<file path="src/fpc_pkg.sv">
// Purpose: Constants for the flash protect and erase host controller
// Assumes: 20 MHz core clock; flash pins driven by fpc_host
// Notes:   Register map, opcodes, pin bit positions and timing counts
package fpc_pkg;

	// APB register byte offsets
	localparam logic [7:0] REG_CMD    = 8'h00;
	localparam logic [7:0] REG_ADDR   = 8'h04;
	localparam logic [7:0] REG_WDATA  = 8'h08;
	localparam logic [7:0] REG_RDATA  = 8'h0C;
	localparam logic [7:0] REG_STATUS = 8'h10;

	// Command opcodes written to REG_CMD[2:0]
	localparam logic [2:0] OP_READ      = 3'h0;
	localparam logic [2:0] OP_WRITE     = 3'h1;
	localparam logic [2:0] OP_PROTECT   = 3'h2;
	localparam logic [2:0] OP_UNPROTECT = 3'h3;
	localparam logic [2:0] OP_VERIFY    = 3'h4;
	localparam logic [2:0] OP_ERASE_ADD = 3'h5;

	// Status register bit positions
	localparam int STAT_BUSY    = 0;
	localparam int STAT_NOT_ACC = 1;
	localparam int STAT_FLAG_B4 = 2;
	localparam int STAT_TOGGLE  = 3;

	// Flash data and address bit positions
	localparam int ERASE_TIMER_FLAG  = 3;
	localparam int TOGGLE_STATUS_BIT = 6;
	localparam int ADDR_BIT_SIX      = 6;

	// Pin phase kinds
	localparam logic [1:0] KIND_READ   = 2'h0;
	localparam logic [1:0] KIND_WRITE  = 2'h1;
	localparam logic [1:0] KIND_PULSE  = 2'h2;
	localparam logic [1:0] KIND_HVREAD = 2'h3;

	// Last step index of the checked sector erase sequence
	localparam logic [1:0] STEP_LAST = 2'h2;

	// Timing in printed units, then derived cycle counts
	localparam int CLK_NS      = 50;
	localparam int ACC_NS      = 120;
	localparam int WE_NS       = 50;
	localparam int REC_NS      = 20;
	localparam int HV_US       = 4;
	localparam int PROT_US     = 10;
	localparam int UNPROT_MS   = 12;
	localparam int ACC_CYC     = (ACC_NS + CLK_NS - 1) / CLK_NS;
	localparam int WE_CYC      = (WE_NS + CLK_NS - 1) / CLK_NS;
	localparam int REC_CYC     = (REC_NS + CLK_NS - 1) / CLK_NS;
	localparam int HV_CYC      = (HV_US * 1000 + CLK_NS - 1) / CLK_NS;
	localparam int PROT_CYC    = (PROT_US * 1000 + CLK_NS - 1) / CLK_NS;
	localparam int UNPROT_CYC  = (UNPROT_MS * 1000000 + CLK_NS - 1) / CLK_NS;

	// Sequencer states, Gray along idle-setup-active-hold
	typedef enum logic [1:0] {
		ST_IDLE  = 2'h0,
		ST_SETUP = 2'h1,
		ST_ACT   = 2'h3,
		ST_HOLD  = 2'h2
	} fpc_state_type;

endpackage : fpc_pkg

</file>
<file path="src/fpc_host.sv">
// Purpose: Host controller driving a parallel flash's pins from APB orders
// Assumes: Flash inputs sampled synchronously; external buffers realise the
//          high-voltage level on the addr_bit_nine and output-gate pins from the hv enables
// Notes:   One operation at a time; CMD writes while busy are dropped
// Operation
// - Host reads flag before and after each extra erase command; high after means doubt.
// - Host starts a write with select and write strobe low, output gate high.
// - Protect: addr_bit_nine and output gate at high voltage, addr_bit_six low, select low, one strobe.
// - Unprotect: output gate and addr_bit_nine at high voltage, select low, addr_bit_six high, one strobe.
`timescale 1ns/1ps
module fpc_host #(
	parameter int ADDR_W     = 8,
	parameter int UNPROT_CYC = fpc_pkg::UNPROT_CYC
) (
	input  wire logic              i_core_clk,
	input  wire logic              i_rst,
	input  wire logic              i_psel,
	input  wire logic              i_penable,
	input  wire logic              i_pwrite,
	input  wire logic [ADDR_W-1:0] i_paddr,
	input  wire logic [31:0]       i_pwdata,
	output logic [31:0]            o_prdata,
	output logic                   o_pready,
	output logic                   o_pslverr,
	output logic [16:0]            o_addr,
	output logic                   o_ce_n,
	output logic                   o_oe_n,
	output logic                   o_we_n,
	output logic [7:0]             o_dq_out,
	output logic                   o_dq_oe,
	input  wire logic [7:0]        i_dq_in,
	output logic                   o_a9_hv,
	output logic                   o_oe_hv
);

	localparam int A_PROT_LEN = fpc_pkg::PROT_CYC;

	fpc_pkg::fpc_state_type state_q, state_d;
	logic [17:0] cnt_q, cnt_d;
	logic [2:0]  op_q, op_d;
	logic [1:0]  step_q, step_d;
	logic [16:0] addr_q, addr_d;
	logic [7:0]  wdata_q, wdata_d;
	logic [7:0]  rdata_q, rdata_d;
	logic [7:0]  first_q, first_d;
	logic        not_acc_q, not_acc_d;
	logic        flag_b4_q, flag_b4_d;
	logic        toggle_q, toggle_d;
	logic [16:0] pin_addr_q, pin_addr_d;
	logic        ce_n_q, ce_n_d;
	logic        oe_n_q, oe_n_d;
	logic        we_n_q, we_n_d;
	logic        dq_oe_q, dq_oe_d;
	logic        a9_hv_q, a9_hv_d;
	logic        oe_hv_q, oe_hv_d;
	logic        wr_en;
	logic        busy;
	logic        mapped;
	logic [1:0]  kind;
	logic [1:0]  new_kind;
	logic [17:0] act_len;

	// Pin phase kind for an opcode and step of the checked erase sequence
	function automatic logic [1:0] kind_of(input logic [2:0] op, input logic [1:0] step);
		logic [1:0] k;
		k = fpc_pkg::KIND_READ;
		case (op)
			fpc_pkg::OP_WRITE:     k = fpc_pkg::KIND_WRITE;
			fpc_pkg::OP_PROTECT:   k = fpc_pkg::KIND_PULSE;
			fpc_pkg::OP_UNPROTECT: k = fpc_pkg::KIND_PULSE;
			fpc_pkg::OP_VERIFY:    k = fpc_pkg::KIND_HVREAD;
			fpc_pkg::OP_ERASE_ADD: k = (step == 2'h1) ? fpc_pkg::KIND_WRITE : fpc_pkg::KIND_READ;
			default:               k = fpc_pkg::KIND_READ;
		endcase
		return k;
	endfunction : kind_of

	// APB decode; slave answers in its first access cycle
	assign busy     = (state_q != fpc_pkg::ST_IDLE);
	assign wr_en    = i_psel && i_penable && i_pwrite;
	assign mapped   = (i_paddr == fpc_pkg::REG_CMD) || (i_paddr == fpc_pkg::REG_ADDR) ||
	                  (i_paddr == fpc_pkg::REG_WDATA) || (i_paddr == fpc_pkg::REG_RDATA) ||
	                  (i_paddr == fpc_pkg::REG_STATUS);
	assign o_pready  = 1'b1;
	assign o_pslverr = i_psel && i_penable && !mapped;
	assign kind      = kind_of(op_q, step_q);
	assign new_kind  = kind_of(i_pwdata[2:0], 2'h0);

	// Read mux; unmapped addresses read as zero
	always_comb
	begin
		o_prdata = 32'h0;
		case (i_paddr)
			fpc_pkg::REG_ADDR:   o_prdata = {15'h0, addr_q};
			fpc_pkg::REG_WDATA:  o_prdata = {24'h0, wdata_q};
			fpc_pkg::REG_RDATA:  o_prdata = {24'h0, rdata_q};
			fpc_pkg::REG_STATUS: o_prdata = {28'h0, toggle_q, flag_b4_q, not_acc_q, busy};
			default:             o_prdata = 32'h0;
		endcase
	end

	// Length of the strobe phase; the unprotect pulse is the long one
	always_comb
	begin
		act_len = 18'(fpc_pkg::ACC_CYC);
		case (kind)
			fpc_pkg::KIND_WRITE: act_len = 18'(fpc_pkg::WE_CYC);
			fpc_pkg::KIND_PULSE: act_len = (op_q == fpc_pkg::OP_UNPROTECT) ? 18'(UNPROT_CYC)
			                                                             : 18'(fpc_pkg::PROT_CYC);
			default:             act_len = 18'(fpc_pkg::ACC_CYC);
		endcase
	end

	// Sequencer and pin next values
	always_comb
	begin
		state_d    = state_q;
		cnt_d      = cnt_q;
		op_d       = op_q;
		step_d     = step_q;
		addr_d     = addr_q;
		wdata_d    = wdata_q;
		rdata_d    = rdata_q;
		first_d    = first_q;
		not_acc_d  = not_acc_q;
		flag_b4_d  = flag_b4_q;
		toggle_d   = toggle_q;
		pin_addr_d = pin_addr_q;
		ce_n_d     = 1'b1;
		oe_n_d     = 1'b1;
		we_n_d     = 1'b1;
		dq_oe_d    = 1'b0;
		a9_hv_d    = 1'b0;
		oe_hv_d    = 1'b0;
		// Address and data only change while idle so a running cycle stays stable
		if (wr_en && !busy && i_paddr == fpc_pkg::REG_ADDR)
			addr_d = i_pwdata[16:0];
		if (wr_en && !busy && i_paddr == fpc_pkg::REG_WDATA)
			wdata_d = i_pwdata[7:0];
		case (state_q)
			fpc_pkg::ST_IDLE:
			begin
				if (wr_en && i_paddr == fpc_pkg::REG_CMD && i_pwdata[2:0] <= fpc_pkg::OP_ERASE_ADD)
				begin
					op_d    = i_pwdata[2:0];
					step_d  = 2'h0;
					state_d = fpc_pkg::ST_SETUP;
					// High-voltage pins need the transition time before the strobe
					cnt_d   = (new_kind[1]) ? 18'(fpc_pkg::HV_CYC) : 18'(fpc_pkg::REC_CYC);
					if (i_pwdata[2:0] == fpc_pkg::OP_ERASE_ADD)
						not_acc_d = 1'b0;
				end
			end
			fpc_pkg::ST_SETUP:
			begin
				ce_n_d     = 1'b0;
				dq_oe_d    = (kind == fpc_pkg::KIND_WRITE);
				a9_hv_d    = kind[1];
				oe_hv_d    = (kind == fpc_pkg::KIND_PULSE);
				pin_addr_d = addr_q;
				if (op_q == fpc_pkg::OP_PROTECT)
					pin_addr_d[fpc_pkg::ADDR_BIT_SIX] = 1'b0;
				if (op_q == fpc_pkg::OP_UNPROTECT)
					pin_addr_d[fpc_pkg::ADDR_BIT_SIX] = 1'b1;
				cnt_d = cnt_q - 18'h1;
				if (cnt_q == 18'h1)
				begin
					state_d = fpc_pkg::ST_ACT;
					cnt_d   = act_len;
					// Write strobe low with output gate high starts a write cycle
					we_n_d  = !(kind == fpc_pkg::KIND_WRITE || kind == fpc_pkg::KIND_PULSE);
					oe_n_d  = !(kind == fpc_pkg::KIND_READ || kind == fpc_pkg::KIND_HVREAD);
				end
			end
			fpc_pkg::ST_ACT:
			begin
				ce_n_d  = 1'b0;
				dq_oe_d = (kind == fpc_pkg::KIND_WRITE);
				a9_hv_d = kind[1];
				oe_hv_d = (kind == fpc_pkg::KIND_PULSE);
				we_n_d  = we_n_q;
				oe_n_d  = oe_n_q;
				cnt_d   = cnt_q - 18'h1;
				if (cnt_q == 18'h1)
				begin
					state_d = fpc_pkg::ST_HOLD;
					cnt_d   = (kind[1]) ? 18'(fpc_pkg::HV_CYC) : 18'(fpc_pkg::REC_CYC);
					we_n_d  = 1'b1;
					oe_n_d  = 1'b1;
					// Hold the protect or unprotect pulse voltage and select on while the strobe rises
					a9_hv_d = (kind == fpc_pkg::KIND_PULSE);
					oe_hv_d = (kind == fpc_pkg::KIND_PULSE);
					if (!oe_n_q)
						rdata_d = i_dq_in;
					// Flag sampled before and after the extra erase command
					if (op_q == fpc_pkg::OP_ERASE_ADD && step_q == 2'h0)
					begin
						first_d   = i_dq_in;
						flag_b4_d = i_dq_in[fpc_pkg::ERASE_TIMER_FLAG];
					end
					if (op_q == fpc_pkg::OP_ERASE_ADD && step_q == fpc_pkg::STEP_LAST)
					begin
						not_acc_d = i_dq_in[fpc_pkg::ERASE_TIMER_FLAG];
						toggle_d  = i_dq_in[fpc_pkg::TOGGLE_STATUS_BIT] ^
						            first_q[fpc_pkg::TOGGLE_STATUS_BIT];
					end
				end
			end
			fpc_pkg::ST_HOLD:
			begin
				cnt_d = cnt_q - 18'h1;
				if (cnt_q == 18'h1)
				begin
					state_d = fpc_pkg::ST_IDLE;
					if (op_q == fpc_pkg::OP_ERASE_ADD && step_q != fpc_pkg::STEP_LAST)
					begin
						state_d = fpc_pkg::ST_SETUP;
						step_d  = step_q + 2'h1;
						cnt_d   = 18'(fpc_pkg::REC_CYC);
					end
				end
			end
			default:
			begin
				state_d = fpc_pkg::ST_IDLE;
			end
		endcase
	end

	// Registers; pins idle deselected with no high voltage
	always_ff @(posedge i_core_clk or posedge i_rst)
	begin
		if (i_rst)
		begin
			state_q    <= fpc_pkg::ST_IDLE;
			cnt_q      <= 18'h0;
			op_q       <= fpc_pkg::OP_READ;
			step_q     <= 2'h0;
			addr_q     <= 17'h0;
			wdata_q    <= 8'h0;
			rdata_q    <= 8'h0;
			first_q    <= 8'h0;
			not_acc_q  <= 1'b0;
			flag_b4_q  <= 1'b0;
			toggle_q   <= 1'b0;
			pin_addr_q <= 17'h0;
			ce_n_q     <= 1'b1;
			oe_n_q     <= 1'b1;
			we_n_q     <= 1'b1;
			dq_oe_q    <= 1'b0;
			a9_hv_q    <= 1'b0;
			oe_hv_q    <= 1'b0;
		end
		else
		begin
			state_q    <= state_d;
			cnt_q      <= cnt_d;
			op_q       <= op_d;
			step_q     <= step_d;
			addr_q     <= addr_d;
			wdata_q    <= wdata_d;
			rdata_q    <= rdata_d;
			first_q    <= first_d;
			not_acc_q  <= not_acc_d;
			flag_b4_q  <= flag_b4_d;
			toggle_q   <= toggle_d;
			pin_addr_q <= pin_addr_d;
			ce_n_q     <= ce_n_d;
			oe_n_q     <= oe_n_d;
			we_n_q     <= we_n_d;
			dq_oe_q    <= dq_oe_d;
			a9_hv_q    <= a9_hv_d;
			oe_hv_q    <= oe_hv_d;
		end
	end

	assign o_addr   = pin_addr_q;
	assign o_ce_n   = ce_n_q;
	assign o_oe_n   = oe_n_q;
	assign o_we_n   = we_n_q;
	assign o_dq_out = wdata_q;
	assign o_dq_oe  = dq_oe_q;
	assign o_a9_hv  = a9_hv_q;
	assign o_oe_hv  = oe_hv_q;

	// Normal write strobe only with select low and output gate high
	a_write_levels: assert property (@(posedge i_core_clk) disable iff (i_rst)
		(!o_we_n && !o_oe_hv) |-> (!o_ce_n && o_oe_n && o_dq_oe))
		else $error("write strobe without select low and output gate high");

	// Protect pulse carries the full high-voltage set-up
	a_protect_pins: assert property (@(posedge i_core_clk) disable iff (i_rst)
		(!o_we_n && op_q == fpc_pkg::OP_PROTECT) |->
		(o_a9_hv && o_oe_hv && !o_ce_n && !o_addr[fpc_pkg::ADDR_BIT_SIX]))
		else $error("protect pulse with wrong pin levels");

	// Unprotect pulse uses addr_bit_six high
	a_unprotect_pins: assert property (@(posedge i_core_clk) disable iff (i_rst)
		(!o_we_n && op_q == fpc_pkg::OP_UNPROTECT) |->
		(o_a9_hv && o_oe_hv && !o_ce_n && o_addr[fpc_pkg::ADDR_BIT_SIX]))
		else $error("unprotect pulse with wrong pin levels");

	// Protect pulse lasts exactly the programmed width
	a_protect_width: assert property (@(posedge i_core_clk) disable iff (i_rst)
		($fell(o_we_n) && op_q == fpc_pkg::OP_PROTECT) |-> ##A_PROT_LEN $rose(o_we_n))
		else $error("protect pulse width wrong");

	// Second flag read decides the doubt bit
	a_erase_verdict: assert property (@(posedge i_core_clk) disable iff (i_rst)
		(state_q == fpc_pkg::ST_ACT && cnt_q == 18'h1 && op_q == fpc_pkg::OP_ERASE_ADD &&
		 step_q == fpc_pkg::STEP_LAST) |=> (not_acc_q == $past(i_dq_in[fpc_pkg::ERASE_TIMER_FLAG])))
		else $error("erase acceptance bit does not follow second flag read");

	// Checked erase reads, writes, reads: three select periods
	a_erase_steps: assert property (@(posedge i_core_clk) disable iff (i_rst)
		($fell(o_we_n) && op_q == fpc_pkg::OP_ERASE_ADD) |-> (step_q == 2'h1 && o_oe_n))
		else $error("erase command written outside its middle step");

endmodule : fpc_host

</file>
<file path="config.mk">
export PLATFORM = sky130hd
export DESIGN_NAME = fpc_host
export DESIGN_NICKNAME = d
export VERILOG_FILES = /design/src/fpc_pkg.sv /design/src/fpc_host.sv
export SDC_FILE = /design/constraint.sdc
export NUM_CORES = 1
export LEC_CHECK = 0
export BUFFER_PORTS_ARGS = -buffer_cell sky130_fd_sc_hd__buf_4
export CAP_MARGIN = 20
export CORE_MARGIN = 2
export CORE_UTILIZATION = 59
export CTS_BUF_LIST = sky130_fd_sc_hd__clkbuf_2
export DETAILED_ROUTE_END_ITERATION = 8
export MAX_ROUTING_LAYER = met4
export PLACE_DENSITY_LB_ADDON = 0.12
export REMOVE_ABC_BUFFERS = 1
export SLEW_MARGIN = 20
export SYNTH_ARGS = -nofsm -noshare
export SYNTH_HDL_FRONTEND = slang
export SYNTH_SLANG_ARGS = --single-unit
export TNS_END_PERCENT = 10
</file>
<file path="constraint.sdc">
create_clock -name i_core_clk -period 7.75 [get_ports i_core_clk]
set_input_delay 1.9375 -clock i_core_clk [delete_from_list [all_inputs] [get_ports i_core_clk]]
set_output_delay 1.9375 -clock i_core_clk [all_outputs]
set_load 0.02 [all_outputs]
</file>
# After elaboration in Yosys (flattened, before gate mapping)

Cells that the tools add are included.

Register bits after elaboration: 91
Input bits: 53
Output and inout port bits: 65
Word-level logic and storage cells: 133

$add $sub $neg: 2
Order comparisons: 1
Equal/unequal tests: 31
Muxes and demuxes: 41
Bitwise logic cells: 2
Reduce and logical (&&, ||, !) cells: 38

Operators with widths:

| cell                    | number |
|---|---|
| $mux W18                | 6 |
| $pmux W18 S4            | 1 |
| $pmux W17 S4            | 1 |
| $pmux W18 S2            | 1 |
| $eq A18 B1 Y1 const B   | 1 |
| $sub A18 B1 Y18 const B | 1 |
| $eq A8 B4 Y1 const B    | 2 |
| $ne A2 B2 Y1 const B    | 8 |
| $pmux W2 S4             | 2 |
| $mux W1                 | 15 |
| $mux W2                 | 7 |
| $mux W7                 | 2 |
| $eq A3 B2 Y1 const B    | 4 |
| $eq A3 B3 Y1 const B    | 4 |
| $logic_and A1 B1 Y1     | 11 |
| $eq A2 B2 Y1 const B    | 5 |
| $reduce_and A3 Y1       | 3 |
| $eq A8 B3 Y1 const B    | 1 |
| $eq A8 B5 Y1 const B    | 1 |
| $logic_not A8 Y1        | 1 |
| $pmux W1 S2             | 4 |
| $reduce_and A4 Y1       | 2 |
| $eq A2 B1 Y1 const B    | 3 |
| $eq A3 B1 Y1 const B    | 2 |
| other kinds (13)        | 27 |

# Longest topological paths before layout

Gate-level depths: netlist (run 1).

Word-level depth: 8
Depth in mapped cells: 9
Mapped depth without buffers: 9

# Worst setup path after synthesis (run 1)

OpenSTA, ideal clock, no wires.

Kind: in2out
From: in i_paddr[1]
To: out o_prdata[10]
Arrival: 3636 ps
Data required time: 5812 ps
Path slack: 2177 ps
Stages on the path: 6
Buffers on the path: 2
Cells stage by stage: or4_4 > or3_1 > buf_2 > nor3b_4 > clkbuf_1 > and2_1

Word-level cells in the longest chain between the ends: 2
Elaborated cells between the ends (all ways): 5
Classes of those cells: eq/ne (4); mux (1)

Ends and longest elaborated chain:

| what                                 | RTL line       | source |
|---|---|---|
| from (decl)                          | fpc_host.sv:20 | `input wire logic [ADDR_W-1:0] i_paddr,` |
| $eq A8 B5 Y1 (tied with other cells) | fpc_host.sv:93 | `case (i_paddr)` |
| $pmux W17 S4 (*)                     | fpc_host.sv:93 |  |
| to (decl)                            | fpc_host.sv:22 | `output logic [31:0] o_prdata,` |

Every way passes the cells marked *; elsewhere a longest branch is shown, timed or not.

# Final worst setup path (run 1)

From: in i_paddr[1]
To: out o_prdata[0]

The elaborated chain is that of the path after synthesis.

==> results.json, run 1 <==
{
  "run_status": "complete, no violations",
  "ctsLongestPathBuffers": 2,
  "share_seq_of_total_power_pct": 55.9,
  "fin_crit_sh_pct": 76.3,
  "vias_in_the_first_global_route": 3593,
  "postCtsHoldBufs": 0,
  "power_per_cell_area_mw_per_mm2": 149,
  "tightestPinTransition_ns": 0.984,
  "fmax_ghz": 0.169,
  "ys_ff_latch": 85,
  "die-area_sq_mm": 0.00838,
  "floorplan.io_pins": 118,
  "htree_num_levels": 3,
  "dieWidth_um": 91.6,
  "post_drt_via_cell_ratio": 5.78,
  "synth_cell_area_sq_mm": 0.00452,
  "ctsResizeCount": 0,
  "report.final.hold_viol_count": 0,
  "p_int_mw": 0.605,
  "layoutNonFillerInstCount": 645,
  "asyncSetResetFlopFracSynth_pct": 100,
  "start_kind": "input port",
  "clk_pin_slew_worst_paths_ns": 0.25,
  "fin_worst_skew_ns": 0.0366,
  "grt_setup_unrepaired": "false",
  "hold_class": "flip-flop to flip-flop",
  "syn_area_per_cell_sq_um": 9.77,
  "floorplan.initialDensity_pct": 61.7,
  "cts_tree": "yes",
  "yosysTopAreaCellShare_pct": 45.4,
  "maxSlewViolCount": 0,
  "sw_frac_of_total_pct": 24.1,
  "grt_pass1_wl_um": 17500,
  "clk_latency_ns": 0.55,
  "r2r_cells": 5,
  "postCtsSetupRepairBufs": 0,
  "layout.nets": 600,
  "max-vdd-ir-drop_uv": 102,
  "first_pass_iters": 6,
  "crit_arrival_ns": 3.98,
  "synth_area_leaders": "dfrtp_1 (45%), mux2_2 (8.7%), nand2_1 (6.9%), buf_4 (2.8%), nor2_1 (2.7%)",
  "grt_start_max_net_pins": 86,
  "maxCapViolations": 0,
  "clockPowerShare_pct": 39.1,
  "dp_hpwl_um": 7550,
  "fin_util_pct": 72.7,
  "drive_gt1_share_pct": 27.8,
  "min_period_ns": 5.91,
  "rows": 31,
  "holdPathStages": 2,
  "synth_ff_type": "dfrtp_1",
  "yosys.cell_count.top_type": "nand2_1",
  "core_region_area_sq_mm": 0.00733,
  "tns_ns": 0,
  "routed-via-count": 3728,
  "dp.cells": 629,
  "setup_viol": 0,
  "critical_path_peak_fanout": 14,
  "cts_made_buffers": 9,
  "dieHeight_um": 91.6,
  "synth_cell_type_count": 55,
  "whs_ns": 0.505,
  "buffer_ports.inserted": 86,
  "worst_setup_path_end_kind": "output pin",
  "synthDominantAreaCellType": "dfrtp_1",
  "grt_antenna_before_repair": 0,
  "p_leak_nw": 2.61,
  "critical_path_class": "input port to output pin",
  "aggregate_global_routing_overflow": 0,
  "wl_per_cell_um": 16.2,
  "synth_commonest_cells": "nand2_1 (83), dfrtp_1 (82), mux2_2 (35)",
  "timing.slew.headroom_pct": 33.8,
  "drt-total-wl_um": 10400,
  "syn_inst": 463,
  "drtAntennaViolNets": 0,
  "power.combinational.fraction_pct": 5.0,
  "area.growth.synth_to_final_pct": 17.9,
  "detail_route.drc_violations": 0,
  "drtIter0Drc": 263,
  "total_power_mw": 0.797,
  "timing.critical_path.required_ns": 5.81,
  "power.switching_mw": 0.192,
  "synth-edff-count": 0,
  "synth-seq-area-share_pct": 47.1,
  "grt_util_all_layers_pct": 27.0,
  "gp_congestion": 0.920,
  "ctsRootBufferMaster": "clkbuf_2",
  "cts_sinks": 85,
  "antenna_cells_inserted": 0,
  "ys_warns": 0
}
-- critical path, cell delays in order --
cell and delay [ns]:
buf_4 0.11, or4_4 0.53, or3_1 0.47, nor3b_4 0.54, nand2_1 0.14, nand2_1 0.10
buf_4 0.14
-- metrics by stage --
stage | cell area, sq um | setup WS, ns
global placement | 5160 | 1.86
global route | 5330 | 1.73
detailed placement | 5160 | 1.81
finish | 5330 | 1.84
floorplan | 4360 | 2.27
CTS | 5330 | 1.81
-- metal layers --
metal | GRT usage, % | wire [um] | vias to the layer above
li1 | - | - | 1760
met1 | 36.3 | 4560 | 1792
met2 | 42.0 | 5020 | 156
met3 | 4.98 | 701 | 20
met4 | 8.33 | 172 | 0
met5 | - | 0 | -
-- cells by family after synthesis --
kind of cell	Yosys count	share of synthesized area (%)
and+or+nand+nor	198	21.7
other	2	0.166
xor gates and xnor gates	4	0.775
buffers and inverters	50	5.86
adders and majority gates	6	1.66
AOI/OAI and AO/OA	69	10.7
muxes	49	12.1
DFF	85	47.1
-- area by class of cell --
class / count / area [sq um]
repair buffers: 89 / 672
fillers: 526 / 2000
clock inverters: 7 / 128
well taps: 99 / 124
multi-input cells: 342 / 2180
clock buffers: 9 / 45.0
flip-flops and latches: 85 / 2130
inverters: 14 / 53.8
-- path summary, 6_finish.rpt --
check | from | to | slack, ns
worst max-delay path | i_paddr[1] | o_prdata[0] | 1.84
worst min-delay path | addr_q[0] | o_addr[0] | 0.51
worst max register to register | cnt_q[6] | cnt_q[8] | 5.10
worst min register to register | addr_q[0] | o_addr[0] | 0.51
max in group asynchronous | i_rst | cnt_q[16] | 5.68
min in group asynchronous | i_rst | rdata_q[2] | 1.54
-- flip-flops by register name, indices dropped and copies added (netlist names), 2 cells and up --
| name | flops |
|---|---|
| o_addr | 17 |
| first_q | 2 |
| state_q | 2 |
| step_q | 2 |
| o_dq_out | 8 |
| rdata_q | 8 |
| cnt_q | 18 |
| addr_q | 17 |
| op_q | 3 |
-- power groups by stage --
stage | registers [mW] | logic [mW] | clock network (mW)
detailed placement | 0.453 | 0.0404 | 0
global route | 0.446 | 0.0447 | 0.333
finish | 0.446 | 0.0400 | 0.311
CTS | 0.446 | 0.0404 | 0.316
global placement | 0.453 | 0.0396 | 0
floorplan | 0.453 | 0.0179 | 0
-- cell usage in the layout, fill, tap and decap left out, types with 10 or more instances in the layout --
master / count
a21oi_1: 10
mux2_1: 10
conb_1: 16
nor3_1: 11
nor2_1: 32
buf_4: 88
o21ai_0: 13
dfrtp_1: 82
inv_1: 12
mux2_2: 35
and2_1: 12
nand3_1: 12
nand2_1: 83
No activity file was read; power rests on OpenSTA's default activity.
==> inputs of run 2 (changes only) <==
- CORE_UTILIZATION: 59 -> 55
- clock period: 7.75 -> 5.6 ns (I/O delays scaled with it)
==> results.json, run 2 (synthesis results as in run 1) <==
{
  "buffer_ports.inserted": 86,
  "drtIter0Drc": 210,
  "drtAntennaViolNets": 0,
  "power_per_cell_area_mw_per_mm2": 200,
  "first_pass_iters": 5,
  "ctsLongestPathBuffers": 2,
  "postCtsSetupRepairBufs": 0,
  "registers.top_by_ff_count": "cnt_q",
  "routed-via-count": 3719,
  "grt_antenna_before_repair": 0,
  "post_drt_via_cell_ratio": 5.71,
  "post-place-ws_ns": 0.738,
  "floorplan.io_pins": 118,
  "die-area_sq_mm": 0.00897,
  "floorplan.initialDensity_pct": 55.9,
  "clk_pin_slew_worst_paths_ns": 0.28,
  "layout.cells.most_common_list": "buf_4 (89), nand2_1 (83), dfrtp_1 (82)",
  "dieHeight_um": 94.7,
  "start_kind": "input port",
  "rows": 33,
  "timing.critical_path.required_ns": 4.20,
  "max-vdd-ir-drop_uv": 115,
  "grt_util_all_layers_pct": 25.8,
  "slowest_stage": "or4_4",
  "aggregate_global_routing_overflow": 0,
  "cts_sinks": 85,
  "tns_ns": 0,
  "maxSlewViolCount": 0,
  "drt-total-wl_um": 10600,
  "wl_per_cell_um": 16.4,
  "critical_path_class": "input port to output pin",
  "htree_num_levels": 3,
  "postLayoutSetupSlackWorst_ns": 0.776,
  "tightestPinTransition_ns": 1.02,
  "crit_arrival_ns": 3.42,
  "grt_setup_unrepaired": "false",
  "critical_path_peak_fanout": 14,
  "cts_tree": "yes",
  "dieWidth_um": 94.7,
  "ctsResizeCount": 0,
  "run_status": "complete, no violations",
  "dp_hpwl_um": 7760,
  "layout.nets": 600,
  "timing.slew.headroom_pct": 31.2,
  "worst_setup_path_end_kind": "output pin",
  "clk_latency_ns": 0.56,
  "hold_class": "flip-flop to flip-flop",
  "p_leak_nw": 2.60,
  "min_period_ns": 4.82,
  "ctsRootBufferMaster": "clkbuf_2",
  "vias_in_the_first_global_route": 3569,
  "maxCapViolations": 0,
  "detail_route.drc_violations": 0,
  "path_cells": "buf_4, or4_4, or3_1, nor3b_4, nand2_1, nand2_1, buf_4",
  "final_design_area_no_fill_sq_mm": 0.00531,
  "path_buf_inv": 2,
  "setup_viol": 0,
  "report.final.hold_viol_count": 0,
  "fmax_ghz": 0.207,
  "postCtsHoldBufs": 0,
  "grt_pass1_wl_um": 17300,
  "largest_register_ff_count": 18,
  "fin_worst_skew_ns": 0.0268,
  "antenna_cells_inserted": 0,
  "drive_gt1_share_pct": 27.8,
  "cts_made_buffers": 9,
  "gp_congestion": 0.899,
  "area.growth.synth_to_final_pct": 17.4,
  "layout_commonest_cell": "buf_4",
  "fin_crit_sh_pct": 86.1,
  "cpPeakStageDelay_ns": 0.53,
  "core_region_area_sq_mm": 0.00809,
  "grt_start_max_net_pins": 66,
  "dpl_cell_area_sq_mm": 0.00516,
  "critical-path-top-delay-family": "simple AND/OR/NAND/NOR gates"
}
==> run 2: cell types whose count changed in the layout (fill, tap and decap cells not counted), sizes merged <==
cell / change
clkinvlp: +1
bufinv: -1
==> run 2: layout make-up <==
cell class	instances	area, sq um
clock buffer	9	45.0
clock inverter	7	103
fill	689	2780
inverter	14	53.8
multi-input combinational	342	2180
sequential	85	2130
tap	105	131
timing repair buffer	89	668
==> run 2: worst paths after layout <==
kind	start	cells past startpoint	slack, ns	end
max	i_paddr[1]	7	0.78	o_prdata[2]
max in group asynchronous	i_rst	3	3.72	o_addr[10]
max reg2reg	cnt_q[6]	5	2.86	cnt_q[8]
min	addr_q[1]	2	0.51	o_addr[1]
min reg2reg	addr_q[1]	2	0.51	o_addr[1]
min in group asynchronous	i_rst	2	0.77	o_a9_hv
==> run 2: worst min-delay path, cell delays in order (launching register included) <==
cell     delay (ns)
dfrtp_1        0.42
nand2_1        0.05
nand2_1        0.05
==> run 2: per-stage QoR <==
step | total power, mW | std cells | hold WS, ns | utilization, %
finish | 1.06 | 651 | 0.505 | 65.6
floorplan | 0.651 | 441 | 0.445 | -
CTS | 1.07 | 651 | 0.520 | 65.6
detailed placement | 0.683 | 635 | 0.467 | 63.8
global placement | 0.682 | 635 | 0.460 | 63.8
global route | 1.11 | 651 | 0.555 | 65.6
==> run 2: where the power goes <==
| group | internal, mW | leakage [nW] | switching, mW |
|---|---|---|---|
| Combinational | 0.0213 | 1.42 | 0.0341 |
| Clock | 0.153 | 0.0835 | 0.237 |
| Sequential | 0.616 | 1.10 | 0.000437 |
| Total | 0.791 | 2.60 | 0.271 |
==> run 2: routing by layer <==
layer  up-vias  global-route usage, %  part of all wire, %
li1       1764                      -                    -
met2       121                   41.3                   50
met3        12                   4.47                  5.3
met1      1822                   34.0                   44
met4         0                   7.49                  1.1
met5         -                      -                    0
